<file path="config.mk">
export PLATFORM = sky130hd
export DESIGN_NAME = adc_serial_sequencer_fifo
export DESIGN_NICKNAME = d
export VERILOG_FILES = /design/src/verilog/adc_serial_sequencer_fifo.v
export VERILOG_INCLUDE_DIRS = /design/src /design/src/verilog
export SDC_FILE = /design/constraint.sdc
export NUM_CORES = 1
export LEC_CHECK = 0
export ABC_AREA = 1
export BUFFER_PORTS_ARGS = -buffer_cell sky130_fd_sc_hd__buf_2
export CAP_MARGIN = 30
export CELL_PAD_IN_SITES_DETAIL_PLACEMENT = 0
export CELL_PAD_IN_SITES_GLOBAL_PLACEMENT = 1
export CORE_MARGIN = 3
export CORE_UTILIZATION = 40
export DETAILED_ROUTE_END_ITERATION = 7
export PLACE_DENSITY = 0.71
export SYNTH_ARGS = -nofsm -noshare
export SYNTH_HDL_FRONTEND = slang
export SYNTH_SLANG_ARGS = --single-unit
</file>
<file path="constraint.sdc">
create_clock -name core_clk -period 4.48 [get_ports core_clk]
set_clock_uncertainty 0.15 [all_clocks]
set_input_delay 0.896 -clock core_clk [delete_from_list [all_inputs] [get_ports core_clk]]
set_output_delay 0.896 -clock core_clk [all_outputs]
set_load 0.02 [all_outputs]
</file>
<file path="src/verilog/adc_seq_map.vh">
`ifndef ADC_SEQ_MAP_VH
`define ADC_SEQ_MAP_VH
// ************************************************************
// configuration register layout
// ************************************************************
`define CFG_W 12
`define CFG_RESET 12'h000
`define CFG_THR_HI 1
`define CFG_THR_LO 0
`define CFG_INT_FN 2
`define CFG_SEQ_HI 4
`define CFG_SEQ_LO 3
`define CFG_MODE_HI 6
`define CFG_MODE_LO 5
`define CFG_LONG 9
`define CFG_EXT 10
// ************************************************************
// conversion modes
// ************************************************************
`define MODE_SINGLE 2'h0
`define MODE_REPEAT 2'h1
`define MODE_SWEEP 2'h2
`define MODE_RSWEEP 2'h3
// ************************************************************
// serial commands, top nibble of each frame
// ************************************************************
`define CMD_RD_CFG 4'h9
`define CMD_WR_CFG 4'ha
`define CMD_RD_FIFO 4'he
// ************************************************************
// frame timing in serial clock edges, fifo depth and synchroniser reset value
// ************************************************************
`define DECODE_EDGE 5'h03
`define WORD_EDGE 5'h0f
`define SHORT_EDGE 5'h0f
`define LONG_EDGE 5'h1b
`define FIFO_DEPTH 8
`define SYNC_RESET 5'h11
`endif

</file>
<file path="src/verilog/adc_serial_sequencer_fifo.v">
// What this block does
// mode 01 repeats conversions of one channel
// mode 10 converts each sequence channel once
// mode 11 cycles the sequence repeatedly
// exactly one interrupt at fifo threshold
// unread fifo cleared when host ignores interrupt
// extended sampling: start pin triggers, chip select high
// config read: decode four clocks, then shift out
// config read honored only in mode 00
// first command after interrupt taken as fifo read
// oldest entry shifts out before command decode
// other command stops output; outside mode 11 only a non-select, non-write command keeps the oldest entry
// fifo read starts no conversion or interrupt
// back-to-back fifo reads in 16-clock groups
// write cycle loads twelve bit configuration
// write cycle starts nothing, signals nothing
// host holds chip select low six clocks
// host waits six clocks before start pin
// sampling only while start low, select high
// single-shot extended converts on next start rise
// eight entry fifo, fractional threshold
// fifo keeps results in arrival order
// single-shot forces depth one, ignores bits 1:0
// normal trigger starts after edge 16 or 28
// repeat sweep clears fifo and carries on
// status pin is end-of-conversion only in mode 00
// interrupt released when servicing read begins
`timescale 1ns/100ps
`include "adc_seq_map.vh"
module adc_serial_sequencer_fifo #(
    parameter DATA_W = 12
) (
    input wire core_clk,
    input wire rstn,
    input wire cs_n,
    input wire frame_sync,
    input wire sclk,
    input wire serial_data_in,
    input wire conversion_start_n,
    input wire [DATA_W-1:0] adc_result,
    input wire adc_done,
    output reg serial_data_out,
    output reg sdo_oe,
    output reg int_eoc_n,
    output reg conv_start,
    output reg [3:0] conv_channel,
    output reg sampling
);

    // ************************************************************
    // pin synchronisers and edge detection
    // ************************************************************
    wire [4:0] pin_vec;      // {cs_n, frame_sync, sclk, sdi, start_n}
    reg [4:0] meta_r;        // first stage, read only by sync_r
    reg [4:0] sync_r;        // settled pin levels
    reg [4:0] dly_r;         // one cycle older, for edges
    assign pin_vec = {cs_n, frame_sync, sclk, serial_data_in, conversion_start_n};
    // two flops per pin before anything looks at it
    always @(posedge core_clk) begin
        if (!rstn) begin
            meta_r <= `SYNC_RESET;
            sync_r <= `SYNC_RESET;
            dly_r <= `SYNC_RESET;
        end else begin
            meta_r <= pin_vec;
            sync_r <= meta_r;
            dly_r <= sync_r;
        end
    end
    wire cs_s = sync_r[4];
    wire sdi_s = sync_r[1];
    wire cst_s = sync_r[0];
    wire cs_fall = ~sync_r[4] & dly_r[4];
    wire cs_rise = sync_r[4] & ~dly_r[4];
    wire fs_rise = sync_r[3] & ~dly_r[3];
    wire sclk_rise = sync_r[2] & ~dly_r[2];
    wire sclk_fall = ~sync_r[2] & dly_r[2];
    wire cst_rise = sync_r[0] & ~dly_r[0];
    wire cst_fall = ~sync_r[0] & dly_r[0];
    // ************************************************************
    // state
    // ************************************************************
    reg [`CFG_W-1:0] cfg_r;        // configuration register
    reg frame_r;                   // serial frame in progress
    reg [4:0] bit_cnt_r;           // rising sclk edges this frame
    reg [15:0] in_sh_r;            // incoming serial word
    reg [3:0] cmd_r;               // decoded command nibble
    reg [15:0] out_sh_r;           // outgoing bits, msb next
    reg rd_frame_r;                // frame is reading the fifo
    reg sel_frame_r;               // frame carries a channel select
    reg int_r;                     // interrupt pending
    reg armed_r;                   // threshold already signalled
    reg after_int_r;               // next frame is first after interrupt
    reg busy_r;                    // conversion in flight
    reg [3:0] chan_r;              // selected fixed channel
    reg [1:0] seq_idx_r;           // sweep position
    reg halt_r;                    // single sweep finished
    reg ext_arm_r;                 // single-shot waits on start pin
    reg [DATA_W-1:0] fifo_r [0:`FIFO_DEPTH-1];
    reg [2:0] wr_ptr_r;
    reg [2:0] rd_ptr_r;
    reg [3:0] count_r;
    wire [1:0] mode = cfg_r[`CFG_MODE_HI:`CFG_MODE_LO];
    wire single = (mode == `MODE_SINGLE);
    wire sweeping = mode[1];
    wire ext_smp = cfg_r[`CFG_EXT];
    // ************************************************************
    // sweep sequence table and threshold decode
    // ************************************************************
    // four fixed four-step sequences; small lookup beats a ram here
    function [3:0] seq_chan;
        input [1:0] sel;
        input [1:0] idx;
        begin
            case (sel)
                2'h0: seq_chan = {2'h0, idx};
                2'h1: seq_chan = {2'h1, idx};
                2'h2: seq_chan = {1'h0, idx, 1'h0};
                default: seq_chan = {1'h0, idx, 1'h1};
            endcase
        end
    endfunction
    reg [3:0] thr;   // results needed for the interrupt
    always @* begin
        if (single) begin
            thr = 4'h1;
        end else begin
            case (cfg_r[`CFG_THR_HI:`CFG_THR_LO])
                2'h0: thr = 4'h8;
                2'h1: thr = 4'h6;
                2'h2: thr = 4'h4;
                default: thr = 4'h2;
            endcase
        end
    end

    // ************************************************************
    // frame decode strobes
    // ************************************************************
    wire rise_in = frame_r & sclk_rise;
    wire [3:0] cmd_now = {in_sh_r[2:0], sdi_s};
    wire at_decode = rise_in & (bit_cnt_r == `DECODE_EDGE);
    wire at_word = rise_in & (bit_cnt_r == `WORD_EDGE);
    wire is_rd_fifo = (cmd_now == `CMD_RD_FIFO);
    wire is_select = ~cmd_now[3];
    wire [4:0] trig_edge = cfg_r[`CFG_LONG] ? `LONG_EDGE : `SHORT_EDGE;
    // normal trigger from a select frame, extended from the start pin
    wire norm_trig = rise_in & sel_frame_r & ~ext_smp & (bit_cnt_r == trig_edge);
    wire ext_trig = cst_rise & cs_s & ext_smp & (~single | ext_arm_r);
    wire start_ok = ~busy_r & ~halt_r & (norm_trig | ext_trig);
    // ************************************************************
    // fifo bookkeeping
    // ************************************************************
    wire do_push = adc_done & busy_r;
    wire push_ok = do_push & (count_r != 4'h8);
    wire do_pop = at_word & rd_frame_r & (count_r != 4'h0);
    // ignored interrupt: new select, write or any command in mode 11
    wire clr_cmd = at_decode & after_int_r & ~is_rd_fifo &
                   (mode == `MODE_RSWEEP | is_select);
    wire clr_start = after_int_r & cst_fall & ext_smp & (mode == `MODE_RSWEEP);
    wire clr_wr = at_word & (cmd_r == `CMD_WR_CFG);
    // depth one in single shot: each result replaces the last
    wire clr_single = single & push_ok;
    wire clr = clr_cmd | clr_start | clr_wr | clr_single;
    reg [3:0] cnt_nxt;
    always @* begin
        if (clr) begin
            cnt_nxt = {3'h0, push_ok};
        end else begin
            cnt_nxt = count_r + {3'h0, push_ok} - {3'h0, do_pop};
        end
    end
    wire [2:0] wr_base = clr ? rd_ptr_r + count_r[2:0] : wr_ptr_r;
    wire hit_thr = push_ok & (cnt_nxt >= thr) & ~armed_r;
    // fifo storage, written at the tail in arrival order
    always @(posedge core_clk) begin
        if (push_ok) begin
            fifo_r[wr_base] <= adc_result;
        end
    end
    // pointers and level
    always @(posedge core_clk) begin
        if (!rstn) begin
            wr_ptr_r <= 3'h0;
            rd_ptr_r <= 3'h0;
            count_r <= 4'h0;
        end else begin
            if (clr) begin
                // drop everything before the new result
                rd_ptr_r <= wr_base;
            end else if (do_pop) begin
                rd_ptr_r <= rd_ptr_r + 3'h1;
            end
            if (push_ok) begin
                wr_ptr_r <= wr_base + 3'h1;
            end else if (clr) begin
                wr_ptr_r <= wr_base;
            end
            count_r <= cnt_nxt;
        end
    end

    // ************************************************************
    // serial frame engine
    // ************************************************************
    wire [DATA_W-1:0] head = fifo_r[rd_ptr_r];
    wire [DATA_W-1:0] next_head = fifo_r[rd_ptr_r + 3'h1];
    always @(posedge core_clk) begin
        if (!rstn) begin
            cfg_r <= `CFG_RESET;
            frame_r <= 1'b0;
            bit_cnt_r <= 5'h00;
            in_sh_r <= 16'h0000;
            cmd_r <= 4'h0;
            out_sh_r <= 16'h0000;
            serial_data_out <= 1'b0;
            sdo_oe <= 1'b0;
            rd_frame_r <= 1'b0;
            sel_frame_r <= 1'b0;
            chan_r <= 4'h0;
            ext_arm_r <= 1'b0;
        end else if (cs_rise) begin
            // frame over: release the output, drop frame context
            frame_r <= 1'b0;
            sdo_oe <= 1'b0;
            rd_frame_r <= 1'b0;
            sel_frame_r <= 1'b0;
        end else if (cs_fall | (fs_rise & ~cs_s)) begin
            frame_r <= 1'b1;
            bit_cnt_r <= 5'h00;
            sel_frame_r <= 1'b0;
            rd_frame_r <= 1'b0;
            // after an interrupt the oldest result goes out at once
            if (after_int_r & (count_r != 4'h0)) begin
                serial_data_out <= head[DATA_W-1];
                out_sh_r <= {head[DATA_W-2:0], 5'h00};
                sdo_oe <= 1'b1;
            end else begin
                sdo_oe <= 1'b0;
            end
        end else if (rise_in) begin
            in_sh_r <= {in_sh_r[14:0], sdi_s};
            bit_cnt_r <= bit_cnt_r + 5'h01;
            if (at_decode) begin
                cmd_r <= cmd_now;
                if (is_rd_fifo & (count_r != 4'h0)) begin
                    rd_frame_r <= 1'b1;
                    if (!sdo_oe) begin
                        out_sh_r <= {head, 4'h0};
                        sdo_oe <= 1'b1;
                    end
                end else if ((cmd_now == `CMD_RD_CFG) & single) begin
                    out_sh_r <= {cfg_r, 4'h0};
                    sdo_oe <= 1'b1;
                end else begin
                    sdo_oe <= 1'b0;
                end
                if (is_select) begin
                    chan_r <= cmd_now;
                    sel_frame_r <= 1'b1;
                    ext_arm_r <= 1'b1;
                end
            end
            if (at_word) begin
                if (cmd_r == `CMD_WR_CFG) begin
                    cfg_r <= {in_sh_r[10:0], sdi_s};
                end
                if (rd_frame_r) begin
                    // keep reading in 16-edge groups while selected
                    bit_cnt_r <= 5'h00;
                    in_sh_r <= 16'h0000;
                    if (count_r > 4'h1) begin
                        out_sh_r <= {next_head, 4'h0};
                    end else begin
                        rd_frame_r <= 1'b0;
                        sdo_oe <= 1'b0;
                    end
                end
            end
        end else if (frame_r & sclk_fall & sdo_oe) begin
            // data changes on the falling edge, host samples on rising
            serial_data_out <= out_sh_r[15];
            out_sh_r <= {out_sh_r[14:0], 1'b0};
        end else if (ext_trig & start_ok) begin
            ext_arm_r <= 1'b0;
        end
    end

    // ************************************************************
    // conversion sequencing and interrupt
    // ************************************************************
    always @(posedge core_clk) begin
        if (!rstn) begin
            busy_r <= 1'b0;
            conv_start <= 1'b0;
            conv_channel <= 4'h0;
            seq_idx_r <= 2'h0;
            halt_r <= 1'b0;
            int_r <= 1'b0;
            armed_r <= 1'b0;
            after_int_r <= 1'b0;
        end else begin
            conv_start <= 1'b0;
            if (clr_wr) begin
                // new mode: sweep starts over from its first channel
                seq_idx_r <= 2'h0;
                halt_r <= 1'b0;
            end else if (start_ok) begin
                busy_r <= 1'b1;
                conv_start <= 1'b1;
                conv_channel <= sweeping ?
                    seq_chan(cfg_r[`CFG_SEQ_HI:`CFG_SEQ_LO], seq_idx_r) : chan_r;
            end else if (do_push) begin
                busy_r <= 1'b0;
                if (sweeping) begin
                    seq_idx_r <= seq_idx_r + 2'h1;
                    // one pass only in sweep mode
                    if ((mode == `MODE_SWEEP) & (seq_idx_r == 2'h3)) begin
                        halt_r <= 1'b1;
                    end
                end
            end
            // sweep may restart once the host has drained the fifo
            if (halt_r & (cnt_nxt == 4'h0) & do_pop) begin
                halt_r <= 1'b0;
            end
            // hardware set wins over any release in the same cycle
            if (hit_thr) begin
                int_r <= 1'b1;
                armed_r <= 1'b1;
                after_int_r <= 1'b1;
            end else begin
                if (at_decode & after_int_r) begin
                    after_int_r <= 1'b0;
                end
                // a read after a refused command still services the pin
                if (at_decode & is_rd_fifo) begin
                    int_r <= 1'b0;
                end
                if (clr_cmd | clr_start | clr_wr) begin
                    int_r <= 1'b0;
                    after_int_r <= 1'b0;
                end
                if (cnt_nxt < thr) begin
                    armed_r <= 1'b0;
                end
            end
        end
    end
    // ************************************************************
    // status pin and sampling indication
    // ************************************************************
    always @(posedge core_clk) begin
        if (!rstn) begin
            int_eoc_n <= 1'b1;
            sampling <= 1'b0;
        end else begin
            // end of conversion only in single shot with that function
            if (single & ~cfg_r[`CFG_INT_FN]) begin
                int_eoc_n <= ~busy_r;
            end else begin
                int_eoc_n <= ~int_r;
            end
            // overlap with chip select low does not count
            sampling <= ext_smp & ~cst_s & cs_s & ~busy_r;
        end
    end

endmodule
</file>
# After elaboration in Yosys (flattened, before gate mapping)
# Memories as Yosys holds them, arrays and structs flattened. A register that Yosys moved wholly into a read port is not among the register bits.
# Index checks and enable logic that the tools add are counted.
# word_totals
register_bits,96
ram_bits,96
out_inout_bits,9
wordCells,232
memories,1
# mem_list
name,depth,width,rd,rd_ports_with_merged_regs,wr,line,text
fifo_r,8,12,2,1,1,adc_serial_sequencer_fifo.v:99,reg [DATA_W-1:0] fifo_r [0:`FIFO_DEPTH-1];
# op_classes
addsub,7
n_lt_le_gt_ge,3
n_eq_ne,19
muxes,67
bitwise_logic,75
reduce_logical,32
# op_table
operator,count
16-bit 2-to-1 mux,11
1-bit AND,47
1-bit 2-to-1 mux,37
5-bit 2-to-1 mux,5
11-bit 2-to-1 mux,2
3-bit 2-to-1 mux,7
1-bit inverter,21
2-bit nonzero test,7
"4-bit == test, second input constant",3
4-bit 2-to-1 mux,3
4-bit one-hot mux with 3 select lines,1
3-bit AND reduction,4
4-bit AND reduction,3
"2-bit == test, second input constant",5
5-bit AND reduction,2
3-bit one-hot mux with 3 select lines,1
3-bit nonzero test,3
1-bit bitwise OR,7
"3-bit by 1-bit adder with 3-bit output, second input constant",2
2-bit zero test,3
"2-bit by 1-bit != test with 1-bit output, second input constant",3
2-bit AND reduction,3
6-bit AND reduction,1
3-bit OR reduction,2
other kinds (17),20

# Logic depth before layout (Yosys ltp)
# logic_depth
ltp_word,15
ltp_mapped,22
ltp_nobuf,22

# Worst setup path after synthesis
# OpenSTA, ideal clock, no wires.
# synth_path
kind,input-to-reg
startpoint,input port adc_done
endpoint,register after_int_r
setup_time_ns,0.070
arrival_time_ns,3.512
setup_slack_ns,0.747
path_stages,18
path_buffers,0
path_cell_list,nand2_1 -> a21oi_2 -> inv_1 -> ha_1 -> inv_1 -> ha_1 -> fa_1 -> xor2_1 -> nand2_1 -> inv_1 -> ha_1 -> nand2_1 -> inv_1 -> o21ai_0 -> nand2_1 -> a31oi_1 -> or3_1 -> a21oi_1
# synth_between
elab_chain_cells,9
# synth_lines
item,line,text
"start, declared",adc_serial_sequencer_fifo.v:41,"input wire adc_done,"
1-bit AND *,adc_serial_sequencer_fifo.v:154,wire do_push = adc_done & busy_r;
1-bit AND *,adc_serial_sequencer_fifo.v:155,wire push_ok = do_push & (count_r != 4'h8);
4-bit by 1-bit adder with 4-bit output / 1-bit AND (equally long branches),"adc_serial_sequencer_fifo.v:170, adc_serial_sequencer_fifo.v:163",
4-bit by 1-bit subtractor with 4-bit output / 1-bit bitwise OR (equally long branches),"adc_serial_sequencer_fifo.v:170, adc_serial_sequencer_fifo.v:164",
4-bit 2-to-1 mux *,adc_serial_sequencer_fifo.v:167,if (clr) begin
via cnt_nxt[2],adc_serial_sequencer_fifo.v:165,reg [3:0] cnt_nxt;
4-bit greater-or-equal comparator *,adc_serial_sequencer_fifo.v:174,wire hit_thr = push_ok & (cnt_nxt >= thr) & ~armed_r;
1-bit AND * (2 in a row),adc_serial_sequencer_fifo.v:174,
3-bit nonzero test (no source line) / 1-bit 2-to-1 mux (equally long branches),-,
"end signal, assigned",adc_serial_sequencer_fifo.v:301,after_int_r <= 1'b0;
"end signal, assigned",adc_serial_sequencer_fifo.v:331,after_int_r <= 1'b1;
"end signal, assigned",adc_serial_sequencer_fifo.v:334,after_int_r <= 1'b0;
"end, declared",adc_serial_sequencer_fifo.v:93,reg after_int_r;
# The timed path passes the listed nets; every way through them passes the cells marked *.
# A chain may end at the register's enable or synchronous reset.

# Worst setup path in the final report
# layout_path
startpoint,register bit_cnt_r[0]
endpoint,register int_r
# layout_between
elab_chain_cells,13
# layout_lines
item,line,text
"start, declared",adc_serial_sequencer_fifo.v:85,reg [4:0] bit_cnt_r;
"start signal, assigned",adc_serial_sequencer_fifo.v:243,bit_cnt_r <= bit_cnt_r + 5'h01;
5-bit by 2-bit == test with 1-bit output (no source line),-,
1-bit AND,adc_serial_sequencer_fifo.v:142,wire at_decode = rise_in & (bit_cnt_r == `DECODE_EDGE);
1-bit AND (3 in a row),adc_serial_sequencer_fifo.v:158,wire clr_cmd = at_decode & after_int_r & ~is_rd_fifo &
1-bit bitwise OR (3 in a row),adc_serial_sequencer_fifo.v:164,wire clr = clr_cmd | clr_start | clr_wr | clr_single;
4-bit 2-to-1 mux *,adc_serial_sequencer_fifo.v:167,
via cnt_nxt[2],adc_serial_sequencer_fifo.v:165,
4-bit greater-or-equal comparator *,adc_serial_sequencer_fifo.v:174,
1-bit AND * (2 in a row),adc_serial_sequencer_fifo.v:174,
3-bit nonzero test (no source line) / 1-bit 2-to-1 mux (equally long branches),-,
"end signal, assigned",adc_serial_sequencer_fifo.v:299,int_r <= 1'b0;
"end signal, assigned",adc_serial_sequencer_fifo.v:329,int_r <= 1'b1;
"end signal, assigned",adc_serial_sequencer_fifo.v:338,int_r <= 1'b0;
"end, declared",adc_serial_sequencer_fifo.v:91,reg int_r;
# Marked as above.

==> impl_results.md <==
* Worst flop-to-flop path startpoint: bit_cnt_r[0]
* Placement row count at 55
* Area contributors post-synth: edfxtp_1 30%, dfxtp_1 20%, nand2_1 9.1%
* Number of warnings printed during yosys synthesis at 0
* Largest net degree at the start of global routing at 55
* Cell variety after synth at 54
* Buf/Inv on CP at 4
* Antenna Nets Post-Route at 0
* Ordered cell list for the critical path: ha_1 > nand2_1 > nor2_1 > ha_1 > nand3_2 > nor2_1 > buf_4 > ha_1 > inv_1 > ha_1 > fa_1 > xor2_1 > nand2_1 > inv_1 > ha_1 > nand2_1 > inv_1 > o21ai_0 > nand2_1 > a31oi_1 > or3_1 > a21oi_1
* Standard cell with the maximum stage delay on the critical path: fa_1
* Ports placed on the boundary at 29
* Post-CTS setup repair buffer count at 0
* Worst vdd rail ir drop at 0.179 mV
* Pwr dens at 323 nW/um2
* Die ar. at approximately 26000 um2
* Post-synthesis cell count at 1158
* TritonCTS clock tree: yes
* Initial antenna violation count at 0
* Number of setup violations in the final report at 0
* LEAKAGE at slightly above 4 nW
* Cell count along the critical path at 22
* Clock-pin transition on the worst setup and hold timing paths at around 0.080 ns
* Final weighted congestion in routability-driven placement at 0.811
* Vias in the first global route at 7405
* Width of the die at 160 um
* Endpoint type of the worst setup path: flip-flop
* Syn nets at 1200
* Top flip-flop cell by instance count after synthesis: dfxtp_1
* Aggregate global routing overflow at 0
* Relative slew margins at 0.470
* Number of cells traversed by the worst register-to-register path at 22
* Top cells by instance count after synthesis: 232 x nand2_1, 170 x nor2_1, 104 x o21ai_0, 98 x nand3_1, 97 x dfxtp_1
* Hold Buf Count CTS at 0
* Destination of the critical timing path: int_r
* Core Area at 23100 um2
* Number of pins with negative max-slew slack in the final report at 0
* Total inserted antenna cells at 0
* Placed wire-length estimate after detailed placement at between 15 and 20 mm
* Number of remaining DRC errors at 0
* Cell area after technology mapping at 9540 um2
* Die H at roughly 160 um
* Largest buffer count on any clock path at 2
* DR iter-0 viols at a little over 700
* Largest driver fanout on the critical path at 6
* Cell type contributing the most total cell area after synthesis: edfxtp_1
* Status: finished clean
* Unrepaired setup endpoints after global routing: false
* FFs w/ async S/R, synth at 0
* Max-cap violations at 0
* CP top delay family: adder cells
* Worst EP required at 4.70 ns
* Quantity of I/O buffers inserted on ports at 27
* Wire length of the first global-routing pass at 41.4 mm
* Startpoint Class: flip-flop
* Cell repeated most along the worst path: ha_1
* Max frequency at 0.257 GHz
* CTS H-tree depth at 4
* Synthesized area per cell at approximately 8.2 um2
* Clock latency on the worst-skew pair at 0.44 ns
* Worst setup path category: flip-flop to flip-flop
* Minimum clock period after layout at 3.90 ns
* Via density per instance at 5.27
* Share of layout cells above drive strength 1 at 0.117
* Register area share after synthesis at 0.506
* P&R area growth vs syn at 10.4%
* # resized after CTS at 0
* Share of the synthesized area in the top cell type at 0.302
* Count of flip-flops with a built-in enable after synthesis at 96
* Reg2reg end: int_r
* Most common cell in the synthesized netlist: nand2_1
* Class of the tightest hold or removal check: flip-flop to flip-flop
* Length of the first detailed-routing pass in iterations at 5
* Post-Place Worst Slack at 0.511 ns
* Number of clock buffers inserted by TritonCTS at 17
* Clock Tree Root: clkbuf_16
* Initial Util at 0.414
* Critical path data arrival time at 4.12 ns
* Total global-route track usage at 0.206
* Register bit total from synthesis at 193
* Final setup margin at 0.584 ns
* Setup TNS Final at 0 ns
* Via count at 7880
* Portion of the clock cycle consumed by the worst path in the final layout at 0.870
* Final net count at 1212
* Num Clock Sinks at ~190
* Least-Margin Pin Slew at 0.794 ns
* Hold Vio Cnt, Final at 0
* Setup slack of the worst register-to-register path at 0.58 ns
* Average routed wire per standard cell at 17.7 um
* Start point of the critical path: bit_cnt_r[0]
* Utilization of the core after routing at 0.457
* Detailed Route WL at between 20 and 30 mm
* Largest stage delay on the critical path at 0.41 ns
* Depth of the worst hold-timing path at 1
## power breakdown
group | switching [mW] | internal (mW) | total (mW) | leakage (nW)
Sequential | 0.00695 | 1.86 | 1.87 | 1.65
Clock | 0.728 | 0.729 | 1.46 | 0.266
Combinational | 0.0572 | 0.0237 | 0.0809 | 2.12
Total | 0.793 | 2.61 | 3.40 | 4.03
## metrics by stage
step | std cells | power (mW) | hold slack, ns | cell area [um2]
global placement | 1464 | 1.99 | 0.250 | 9980
floorplan | 1158 | 1.95 | 0.240 | 9540
detailed placement | 1464 | 1.99 | 0.253 | 9980
finish | 1496 | 3.40 | 0.267 | 10500
global route | 1496 | 3.53 | 0.275 | 10500
CTS | 1496 | 3.43 | 0.270 | 10500
## cells by family (layout without fill, tap and decap cells)
kind of cell	count (synthesis)	in the layout	synth area share
simple gates	562	562	0.260
fa+ha+maj	22	22	0.0304
xor+xnor	7	7	0.00642
flops	193	193	0.506
compound gates	226	226	0.135
other cells	1	1	0.000393
buf+inv	147	172	0.0628
## cell usage in the layout (no fill, tap or decap), types with 2 or more instances in the layout
master / n
a21oi_1: 54
a21oi_2: 3
a22oi_1: 12
a31oi_1: 3
buf_2: 27
buf_4: 22
clkbuf_16: 17
clkinv_1: 3
clkinv_2: 2
clkinvlp_4: 2
dfxtp_1: 96
edfxtp_1: 96
fa_1: 2
ha_1: 20
inv_1: 73
inv_2: 14
inv_4: 2
inv_6: 5
inv_8: 4
nand2_1: 232
nand2_2: 11
nand3_1: 98
nand3_2: 4
nand4_1: 6
nor2_1: 170
nor2_2: 5
nor2_4: 5
nor2_8: 2
nor3_1: 10
nor4_1: 2
o211ai_1: 6
o21ai_0: 104
o21ai_1: 12
o21ai_2: 3
o221ai_1: 10
o22ai_1: 14
or2_0: 3
or2_2: 4
xnor2_1: 3
xor2_1: 4
## sequential cells by signal, indices dropped and copies added (netlist names), 2 cells and up, named ones only
name and flops:
in_sh_r 11, chan_r 3, out_sh_r 16, conv_channel 3, count_r 4, seq_idx_r 2
bit_cnt_r 5, dly_r 4, sync_r 5, cmd_r 4, wr_ptr_r 3, rd_ptr_r 3
cfg_r 12, meta_r 5, fifo_r 96
## how the worst min path moves through the flow
stage              start         to  slack [ns]
3_3_place_gp   meta_r[0]  sync_r[0]        0.25
4_1_cts        meta_r[4]  sync_r[4]        0.27
5_1_grt        meta_r[4]  sync_r[4]        0.28
6_report       meta_r[0]  sync_r[0]        0.27
3_5_place_dp   meta_r[4]  sync_r[4]        0.25
2_1_floorplan  meta_r[1]  sync_r[1]        0.24
## per-layer routing
metal	vias up	track usage	wire [um]
li1	3937	-	-
met1	3684	0.305	12900
met2	231	0.313	11700
met3	28	0.0369	1510
met4	0	0.0533	345
met5	-	0	0
## cell type report
type	instances	area, um2
Fill cell	2301	12500
Sequential cell	193	4830
Multi-Input combinational cell	818	4120
Clock buffer	17	425
Tap cell	313	392
Inverter	91	347
Timing Repair Buffer	49	300
Clock inverter	15	123
Note: power is estimated with default switching activity, not from simulation.
